===== config.mk =====
export PLATFORM = sky130hd
export DESIGN_NAME = srom_spi_slave
export DESIGN_NICKNAME = d
export VERILOG_FILES = /design/src/design/srom_pkg.sv /design/src/design/srom_array.sv /design/src/design/srom_spi_slave.sv
export SDC_FILE = /design/constraint.sdc
export NUM_CORES = 1
export LEC_CHECK = 0
export ABC_AREA = 1
export BUFFER_PORTS_ARGS = -buffer_cell sky130_fd_sc_hd__buf_2
export CORE_MARGIN = 2
export CORE_UTILIZATION = 40
export CTS_BUF_LIST = sky130_fd_sc_hd__clkbuf_8
export DETAILED_ROUTE_END_ITERATION = 8
export GPL_ROUTABILITY_DRIVEN = 0
export SETUP_SLACK_MARGIN = 0.3
export SYNTH_ARGS = -nofsm -noshare
export SYNTH_HDL_FRONTEND = slang
export SYNTH_SLANG_ARGS = --single-unit

===== constraint.sdc =====
create_clock -name clk -period 1.7 [get_ports clk]
set_input_delay 0 -clock clk [delete_from_list [all_inputs] [get_ports clk]]
set_output_delay 0 -clock clk [all_outputs]
set_load 0.02 [all_outputs]

===== src/design/srom_pkg.sv =====
// package: constants and carrier types for the serial read-only memory slave
package srom_pkg;

  // ****************************************
  // instruction codes and frame layout
  // ****************************************
  localparam logic [7:0] code_normal_fetch = 8'h03;
  localparam logic [7:0] code_quick_fetch  = 8'h0b;
  localparam int         byte_bits         = 8;
  localparam int         addr_bytes        = 3;
  localparam int         dummy_bytes       = 1;
  localparam int         addr_width        = 24;
  localparam int         array_addr_width  = 22;
  localparam int         data_width        = 8;
  localparam logic [2:0] bit_cnt_reset     = 3'h0;
  localparam logic [1:0] byte_cnt_reset    = 2'h0;
  localparam logic [addr_width-1:0] addr_reset = 24'h000000;
  localparam logic [data_width-1:0] data_reset = 8'h00;

  // ****************************************
  // carrier types
  // ****************************************
  typedef struct packed {
    logic sclk;
    logic mosi;
    logic select_n;
    logic pause_n;
  } pins_t;

  typedef enum logic [5:0] {
    st_idle   = 6'b000001,
    st_instr  = 6'b000010,
    st_addr   = 6'b000100,
    st_dummy  = 6'b001000,
    st_data   = 6'b010000,
    st_ignore = 6'b100000
  } state_t;

endpackage


===== src/design/srom_array.sv =====
// module: read-only byte array, registered read, contents from a fixed function
`timescale 1ns/1ps
module srom_array (
  input  wire logic                                 clk,
  input  wire logic                                 nrst,
  input  wire logic [srom_pkg::array_addr_width-1:0] addr,
  output logic      [srom_pkg::data_width-1:0]       data
);

  // ****************************************
  // contents: a fixed pattern derived from the address
  // ****************************************
  function automatic logic [srom_pkg::data_width-1:0] rom_word(
    input logic [srom_pkg::array_addr_width-1:0] a);
    rom_word = a[7:0] ^ a[15:8] ^ {2'h0, a[21:16]};
  endfunction

  logic [srom_pkg::data_width-1:0] next_data;

  always_comb begin
    next_data = rom_word(addr);
  end

  always_ff @(posedge clk or negedge nrst) begin
    if (!nrst) begin
      data <= srom_pkg::data_reset;
    end else begin
      data <= next_data;
    end
  end

endmodule


===== src/design/srom_spi_slave.sv =====
// module: spi slave front end of the serial read-only memory
`timescale 1ns/1ps
// Function
// [RULE1] output bit changes after a falling serial clock edge
// [RULE2] input bits captured on rising serial clock edges
// [RULE3] select high deselects and ignores bus; low activates
// [RULE4] no instruction before a select falling edge after reset
// [RULE5] master uses mode 0 or mode 3
// [RULE6] stay active until internal cycle ends after deselect
// [RULE7] pause only entered while selected
// [RULE8] pause starts at once if clock low, else next clock low
// [RULE9] pause ends at once if clock low, else next clock low
// [RULE10] during pause output high impedance, inputs ignored
// [RULE11] pause freezes counters; shifting resumes where it stopped
// [RULE12] deselect during pause resets interface logic
// [RULE13] master raises pause before reselecting after deselect in pause
// [RULE14] master should keep select low through whole pause
// [RULE15] all fields msb first
// [RULE16] first bit captured on first rising edge after select falls
// [RULE17] each transaction starts with one instruction byte
// [RULE18] 03h normal fetch, 0bh quick fetch with one dummy byte
// [RULE19] data streams while master keeps clocking
// [RULE20] deselect mid byte stops fetch cleanly
// [RULE21] top two address bits ignored
// [RULE22] array is four mebibytes of bytes
// [RULE23] address advances per byte and wraps to zero
// [RULE24] held in reset while power-on reset asserted
// [RULE25] unknown instruction ignored until deselect
// [RULE26] output high impedance while deselected
module srom_spi_slave (
  input  wire logic clk,
  input  wire logic nrst,
  input  wire logic sclk,
  input  wire logic mosi,
  input  wire logic select_n,
  input  wire logic pause_n,
  output logic      miso,
  output logic      miso_oe_n,
  output logic      active
);

  // ****************************************
  // pin synchronisers
  // ****************************************
  srom_pkg::pins_t pins_meta;
  srom_pkg::pins_t pins_sync;
  srom_pkg::pins_t pins_prev;

  always_ff @(posedge clk or negedge nrst) begin
    if (!nrst) begin // RULE24
      // select resets low: a pin held low since power-up then shows no false fall
      pins_meta <= '{sclk: 1'b0, mosi: 1'b0, select_n: 1'b0, pause_n: 1'b1};
      pins_sync <= '{sclk: 1'b0, mosi: 1'b0, select_n: 1'b0, pause_n: 1'b1};
      pins_prev <= '{sclk: 1'b0, mosi: 1'b0, select_n: 1'b0, pause_n: 1'b1};
    end else begin
      pins_meta <= '{sclk: sclk, mosi: mosi, select_n: select_n, pause_n: pause_n};
      pins_sync <= pins_meta;
      pins_prev <= pins_sync;
    end
  end

  logic sclk_rise;
  logic sclk_fall;
  logic sel_fall;
  logic sel_high;

  assign sclk_rise = pins_sync.sclk && !pins_prev.sclk;
  assign sclk_fall = !pins_sync.sclk && pins_prev.sclk;
  assign sel_fall  = !pins_sync.select_n && pins_prev.select_n;
  assign sel_high  = pins_sync.select_n;

  // ****************************************
  // pause tracking
  // ****************************************
  logic paused;
  logic next_paused;

  always_comb begin
    next_paused = paused;
    if (sel_high) begin
      next_paused = 1'b0; // RULE12
    end else if (!pins_sync.sclk) begin
      next_paused = !pins_sync.pause_n; // RULE7 RULE8 RULE9
    end
  end

  always_ff @(posedge clk or negedge nrst) begin
    if (!nrst) begin
      paused <= 1'b0;
    end else begin
      paused <= next_paused;
    end
  end

  // ****************************************
  // protocol engine
  // ****************************************
  srom_pkg::state_t                       state;
  srom_pkg::state_t                       next_state;
  logic [2:0]                             bit_cnt;
  logic [2:0]                             next_bit_cnt;
  logic [1:0]                             byte_cnt;
  logic [1:0]                             next_byte_cnt;
  logic [7:0]                             shift_in;
  logic [7:0]                             next_shift_in;
  logic                                   quick;
  logic                                   next_quick;
  logic [srom_pkg::addr_width-1:0]        addr;
  logic [srom_pkg::addr_width-1:0]        next_addr;
  logic [7:0]                             shift_out;
  logic [7:0]                             next_shift_out;
  logic                                   next_miso;
  logic                                   next_oe_n;
  logic                                   armed;
  logic                                   next_armed;
  logic [srom_pkg::data_width-1:0]        rom_data;
  logic [7:0]                             in_byte;
  logic                                   byte_done;

  assign in_byte   = {shift_in[6:0], pins_sync.mosi}; // RULE15
  assign byte_done = (bit_cnt == 3'(srom_pkg::byte_bits - 1));

  srom_array u_array (
    .clk  (clk),
    .nrst (nrst),
    .addr (addr[srom_pkg::array_addr_width-1:0]), // RULE21 RULE22
    .data (rom_data)
  );

  always_comb begin
    next_state     = state;
    next_bit_cnt   = bit_cnt;
    next_byte_cnt  = byte_cnt;
    next_shift_in  = shift_in;
    next_quick     = quick;
    next_addr      = addr;
    next_shift_out = shift_out;
    next_miso      = miso;
    next_armed     = armed;
    next_oe_n      = 1'b1;
    if (sel_high || (paused && sel_high)) begin // RULE3 RULE12 RULE20
      next_state    = srom_pkg::st_idle;
      next_bit_cnt  = srom_pkg::bit_cnt_reset;
      next_byte_cnt = srom_pkg::byte_cnt_reset;
    end else if (sel_fall) begin // RULE4 RULE16 RULE17
      next_armed    = 1'b1;
      next_state    = srom_pkg::st_instr;
      next_bit_cnt  = srom_pkg::bit_cnt_reset;
      next_byte_cnt = srom_pkg::byte_cnt_reset;
    end else if (!paused && armed) begin // RULE10 RULE11
      next_oe_n = !(state == srom_pkg::st_data); // RULE25 RULE26
      unique case (state)
        srom_pkg::st_idle, srom_pkg::st_ignore: begin
          next_oe_n = 1'b1;
        end
        srom_pkg::st_instr: begin
          if (sclk_rise) begin // RULE2
            next_shift_in = in_byte;
            next_bit_cnt  = bit_cnt + 3'h1;
            if (byte_done) begin
              next_quick = (in_byte == srom_pkg::code_quick_fetch);
              if (in_byte == srom_pkg::code_normal_fetch
                  || in_byte == srom_pkg::code_quick_fetch) begin // RULE18
                next_state = srom_pkg::st_addr;
              end else begin
                next_state = srom_pkg::st_ignore; // RULE25
              end
            end
          end
        end
        srom_pkg::st_addr: begin
          if (sclk_rise) begin
            next_addr    = {addr[srom_pkg::addr_width-2:0], pins_sync.mosi}; // RULE15
            next_bit_cnt = bit_cnt + 3'h1;
            if (byte_done) begin
              next_byte_cnt = byte_cnt + 2'h1;
              if (byte_cnt == 2'(srom_pkg::addr_bytes - 1)) begin
                next_byte_cnt = srom_pkg::byte_cnt_reset;
                next_state    = quick ? srom_pkg::st_dummy : srom_pkg::st_data; // RULE18
              end
            end
          end
        end
        srom_pkg::st_dummy: begin
          if (sclk_rise) begin
            next_bit_cnt = bit_cnt + 3'h1;
            if (byte_done) begin
              next_state = srom_pkg::st_data;
            end
          end
        end
        srom_pkg::st_data: begin
          if (sclk_fall) begin // RULE1 RULE19
            if (bit_cnt == srom_pkg::bit_cnt_reset) begin
              next_miso      = rom_data[7];
              next_shift_out = {rom_data[6:0], 1'b0};
              next_addr      = addr + 24'h000001; // RULE23
            end else begin
              next_miso      = shift_out[7];
              next_shift_out = {shift_out[6:0], 1'b0};
            end
            next_bit_cnt = bit_cnt + 3'h1;
          end
        end
        default: begin
          next_state = srom_pkg::st_idle;
        end
      endcase
    end
  end

  always_ff @(posedge clk or negedge nrst) begin
    if (!nrst) begin // RULE24
      state     <= srom_pkg::st_idle;
      bit_cnt   <= srom_pkg::bit_cnt_reset;
      byte_cnt  <= srom_pkg::byte_cnt_reset;
      shift_in  <= 8'h00;
      quick     <= 1'b0;
      addr      <= srom_pkg::addr_reset;
      shift_out <= 8'h00;
      miso      <= 1'b0;
      miso_oe_n <= 1'b1;
      armed     <= 1'b0;
      active    <= 1'b0;
    end else begin
      state     <= next_state;
      bit_cnt   <= next_bit_cnt;
      byte_cnt  <= next_byte_cnt;
      shift_in  <= next_shift_in;
      quick     <= next_quick;
      addr      <= next_addr;
      shift_out <= next_shift_out;
      miso      <= next_miso;
      miso_oe_n <= next_oe_n;
      armed     <= next_armed;
      active    <= (!sel_high && armed) || (state != srom_pkg::st_idle); // RULE6
    end
  end

  // ****************************************
  // assertions
  // ****************************************
  a_oe_deselect: assert property (@(posedge clk) disable iff (!nrst) // RULE26
    pins_sync.select_n |=> miso_oe_n)
    else $error("output driven while deselected");

  a_oe_pause: assert property (@(posedge clk) disable iff (!nrst) // RULE10
    paused |=> miso_oe_n)
    else $error("output driven during pause");

  a_pause_hold: assert property (@(posedge clk) disable iff (!nrst) // RULE11
    paused && !sel_high |=> $stable(bit_cnt) && $stable(addr))
    else $error("state moved during pause");

  a_pause_sel: assert property (@(posedge clk) disable iff (!nrst) // RULE7
    sel_high |=> !paused)
    else $error("pause while deselected");

  a_pause_clk_low: assert property (@(posedge clk) disable iff (!nrst) // RULE8
    $rose(paused) |-> !$past(pins_sync.sclk))
    else $error("pause entered with clock high");

  a_pause_end: assert property (@(posedge clk) disable iff (!nrst) // RULE9
    $fell(paused) && !$past(sel_high) |-> !$past(pins_sync.sclk))
    else $error("pause left with clock high");

  a_miso_on_fall: assert property (@(posedge clk) disable iff (!nrst) // RULE1
    !sclk_fall && !sel_fall |=> $stable(miso))
    else $error("output bit changed off a falling edge");

  a_unknown_quiet: assert property (@(posedge clk) disable iff (!nrst) // RULE25
    state == srom_pkg::st_ignore && !sel_high |=> miso_oe_n
      && state == srom_pkg::st_ignore)
    else $error("unknown instruction not ignored");

  a_deselect_idle: assert property (@(posedge clk) disable iff (!nrst) // RULE12
    sel_high |=> state == srom_pkg::st_idle)
    else $error("deselect did not reset interface");

  a_deselect_standby: assert property (@(posedge clk) disable iff (!nrst) // RULE6
    sel_high ##1 sel_high |=> !active)
    else $error("still active after deselect");

  a_arm_on_fall: assert property (@(posedge clk) disable iff (!nrst) // RULE4
    $rose(armed) |-> $past(sel_fall))
    else $error("engine armed without a select fall");

  a_instr_start: assert property (@(posedge clk) disable iff (!nrst) // RULE16
    sel_fall |=> state == srom_pkg::st_instr && bit_cnt == srom_pkg::bit_cnt_reset)
    else $error("select fall did not start an instruction");

  a_capture_rise: assert property (@(posedge clk) disable iff (!nrst) // RULE2
    !sclk_rise |=> $stable(shift_in))
    else $error("input shifted off a rising edge");

  a_data_drive: assert property (@(posedge clk) disable iff (!nrst) // RULE19
    state == srom_pkg::st_data && armed && !paused && !sel_high
      && !sel_fall |=> !miso_oe_n)
    else $error("output not driven in data phase");

  a_addr_step: assert property (@(posedge clk) disable iff (!nrst) // RULE23
    state == srom_pkg::st_data && sclk_fall && bit_cnt == srom_pkg::bit_cnt_reset && armed
      && !paused && !sel_high && !sel_fall |=> addr == $past(addr) + 24'h000001)
    else $error("address did not advance on a new byte");

endmodule


==> flow_summary_export.csv <==
group,metric,value,unit
outcome,status,"finished, final reports clean",
final_layout,multi_input_area,0.002311,mm^2
final_layout,layout-drive-gt1-share,34.05,%
synth,synth.most_common_cell,"nand2_1",
worst_hold_path,min_path_type,"primary input to asynchronous set/reset pin",
worst_setup_path,path_class,"flip-flop to flip-flop",
synth,synth-seq-cells,71,
place,dp_cells,628,
worst_setup_path,max_stage_delay,0.45,ns
worst_setup_path,cp-end-kind,"flip-flop",
routing,drtAntennaViolNets,0,
synth,syn-num-nets,497,
worst_setup_path,cp-start-kind,"flip-flop",
pwr,pwr_density_cell,694.0,mW/mm^2
clock_tree,h-tree-depth,3,
die,io_pins,9,
routing,wire_per_inst,15.25,um
final_layout,area_growth,34.90,%
routing,num_vias,3505,
synth,netlist_instances,487,
sta,min_period,1.680,ns
clock_tree,clk_path_buf_depth,2,
synth,synth_top_area_share,42.91,%
synth,ys_warn_count,0,
synth,synth_edf_count,0,
final_layout,antenna_cells,0,
routing,first_iter_violations,293,
worst_setup_path,critical_path_arrival,1.91,ns
routing,dr.pass1.iters,5,
worst_setup_path,critPathMaxFanout,7,
pwr,worst_ir_drop_vdd,0.3515,mV
sta,fin_setup_tns,0,ns
routing,viasPerCell,5.094,
final_layout,layout.nets,561,
synth,synthArstFlopShare,100.0,%
worst_setup_path,path_cells,"nor2_4 > nand3_4 > o21ai_4 > buf_12 > nand4_4 > buf_6 > nand2_1 > nand2_1",
global_routing,first_global_vias,3491,
run,max_cap_violations,0,
final_layout,final_cells,688,
worst_setup_path,critPathRequiredTime,1.93,ns
clock_tree,cts_tree,"built",
clock_tree,insertion_delay,0.34,ns
global_routing,grt_pass1_wl,17190,um
routing,drt-total-wl,10490,um
die,die_area,0.01058,mm^2
sta,finalCritPeriodShare,98.84,%
pwr,p_leak,2.295,nW
die,core,0.009639,mm^2
die,dieHeight,102.8,um
synth,synth_commonest_cells,"127 x nand2_1, 67 x dfrtp_1, 59 x nand3_1, 55 x inv_1, 35 x nor2_1",
global_routing,antenna_found_initial,0,
synth,ys_top_cells_by_area,"dfrtp_1 43%, nand2_1 12%, nand3_1 7.6%, inv_1 5.3%, o21ai_0 4.2%",
global_routing,grt_max_degree,72,
die,initial_core_util,40.54,%
final_layout,fillCellCount,841,
clock_tree,clkSlewWorstSetupHoldPaths,0.08,ns
sta,max_slew_margin,73.60,%
synth,netlist_area,0.003907,mm^2
clock_tree,tritoncts_num_sinks,71,
synth,yosysUniqueCellTypes,33,
global_routing,grtUsageTotal,21.32,%
synth,synth_area_per_cell,8.024,um^2
synth,synth_seq_area_share,45.60,%
die,fp-row-count,36,
synth,synthFlopType,"dfrtp_1",
routing,drc,0,
worst_setup_path,cp_slowest_cell,"dfrtp_2",
clock_tree,cts_made_buffers,9,
sta,fmax,595.1,MHz
sta,setup_viol,0,
sta,finClkSkew,0.008463,ns
worst_setup_path,cp_common_cell,"nand2_1",
sta,worst_pin_slew,0.3930,ns
sta,drv_slew,0,
place,port_buffers,8,
final_layout,layout.area.seq,0.001790,mm^2
die,chipWidth,102.8,um
place,hpwlAfterDp,5870,um
sta,finalHoldViolCount,0,
clock_tree,ctsRootBufferMaster,"clkbuf_8",
global_routing,overflow,0,
sta,rsz0062_at_grt,"true",
synth,synth_area_leader_cell,"dfrtp_1",
==> through the flow <==
| step | area (um^2) | utilization [%] | hold WS [ns] | setup slack, ns | power [mW] |
|---|---|---|---|---|---|
| CTS | 5060 | 52.49 | 0.2245 | 0.1024 | 3.623 |
| global placement | 4200 | 43.57 | 0.06233 | -0.008584 | 2.110 |
| floorplan | 3963 | - | -0.2956 | 0.2735 | 2.002 |
| detailed placement | 4200 | 43.57 | 0.06055 | -0.04576 | 2.114 |
| finish | 5271 | 54.69 | 0.2033 | 0.01975 | 3.658 |
| global route | 5271 | 54.69 | 0.2452 | -0.06431 | 3.814 |
==> worst paths after layout <==
path / from / endpoint / slack, ns / cells after the start
hold / removal: nrst / shift_in[6] / 0.20 / 3
min in group clk: mosi / pins_meta[2] / 0.29 / 2
hold reg to reg: pins_meta[1] / sel_high / 0.35 / 0
setup reg to reg: state[3] / addr[17] / 0.02 / 8
setup / recovery: state[3] / addr[17] / 0.02 / 8
max in group asynchronous: nrst / miso_oe_n / 1.14 / 3
==> layout by cell type (no fill, tap or decap), drive strengths merged, types with 7 or more instances in the layout <==
| master | synthesis | routed |
|---|---|---|
| nand2 | 132 | 132 |
| dfrtp | 67 | 67 |
| nand3 | 62 | 63 |
| inv | 58 | 58 |
| buf | 12 | 55 |
| nor2 | 46 | 47 |
| o21ai | 47 | 47 |
| clkbuf | 0 | 11 |
| nand4 | 9 | 11 |
| xor2 | 10 | 10 |
| mux2i | 9 | 9 |
| xnor2 | 7 | 7 |
| a21oi | 7 | 7 |
==> logic make-up (layout without fill, tap and decap cells) <==
family | count (synthesis) | in the layout | share of synthesized area [%]
simple gates | 258 | 263 | 31.22
flops | 71 | 71 | 45.60
buf+inv | 70 | 133 | 7.653
compound gates | 58 | 58 | 8.133
xor+xnor | 17 | 17 | 3.810
mux | 9 | 9 | 2.306
fa+ha+maj | 4 | 4 | 1.281
==> registers in the layout, indices dropped and copies added, names as in the netlist <==
signal	flops
armed	1
miso	1
bit_cnt	3
quick	1
byte_cnt	2
active	1
shift_in	7
in_byte	1
pins_prev	2
state	6
addr	22
shift_out	7
sel_high	1
pins_meta	4
paused	1
miso_oe_n	1
u_array.data	8
pins_sync	2
==> power breakdown <==
part | internal, mW | switching [mW] | total (mW)
Sequential | 1.74 | 0.0366 | 1.77
Clock | 0.743 | 0.639 | 1.38
Combinational | 0.210 | 0.293 | 0.502
Total | 2.69 | 0.968 | 3.66
==> routing by layer <==
metal	global-route usage, %	wire length (um)	vias to the layer above
li1	-	-	1714
met2	33.48	5005	109
met4	7.591	275	0
met3	4.136	546	27
met1	29.58	4662	1655
met5	0	0	-
==> what timing repair did <==
action | CTS | global route
setup buffers | 30 | 5
hold endpoints to repair | 74 | 0
hold buffers | 5 | 0
cloned | 4 | 1
pin swaps | 27 | 20
endpoints found under the setup margin | 48 | 49
gates resized for setup | 81 | 56
==> layout make-up <==
class,instances,area share [%]
Timing Repair Buffer,60,11.04
Clock inverter,4,0.8782
Sequential cell,71,33.97
Clock buffer,11,2.872
Inverter,58,4.249
Multi-Input combinational cell,351,43.84
Tap cell,133,3.157
==> critical path: cells and delay by family (launching register included) <==
family	cells	cell delay, ns
simple gates	5	0.54
flops	1	0.45
buf+inv	2	0.32
compound gates	1	0.24
No activity file was read; power rests on OpenSTA's default activity.
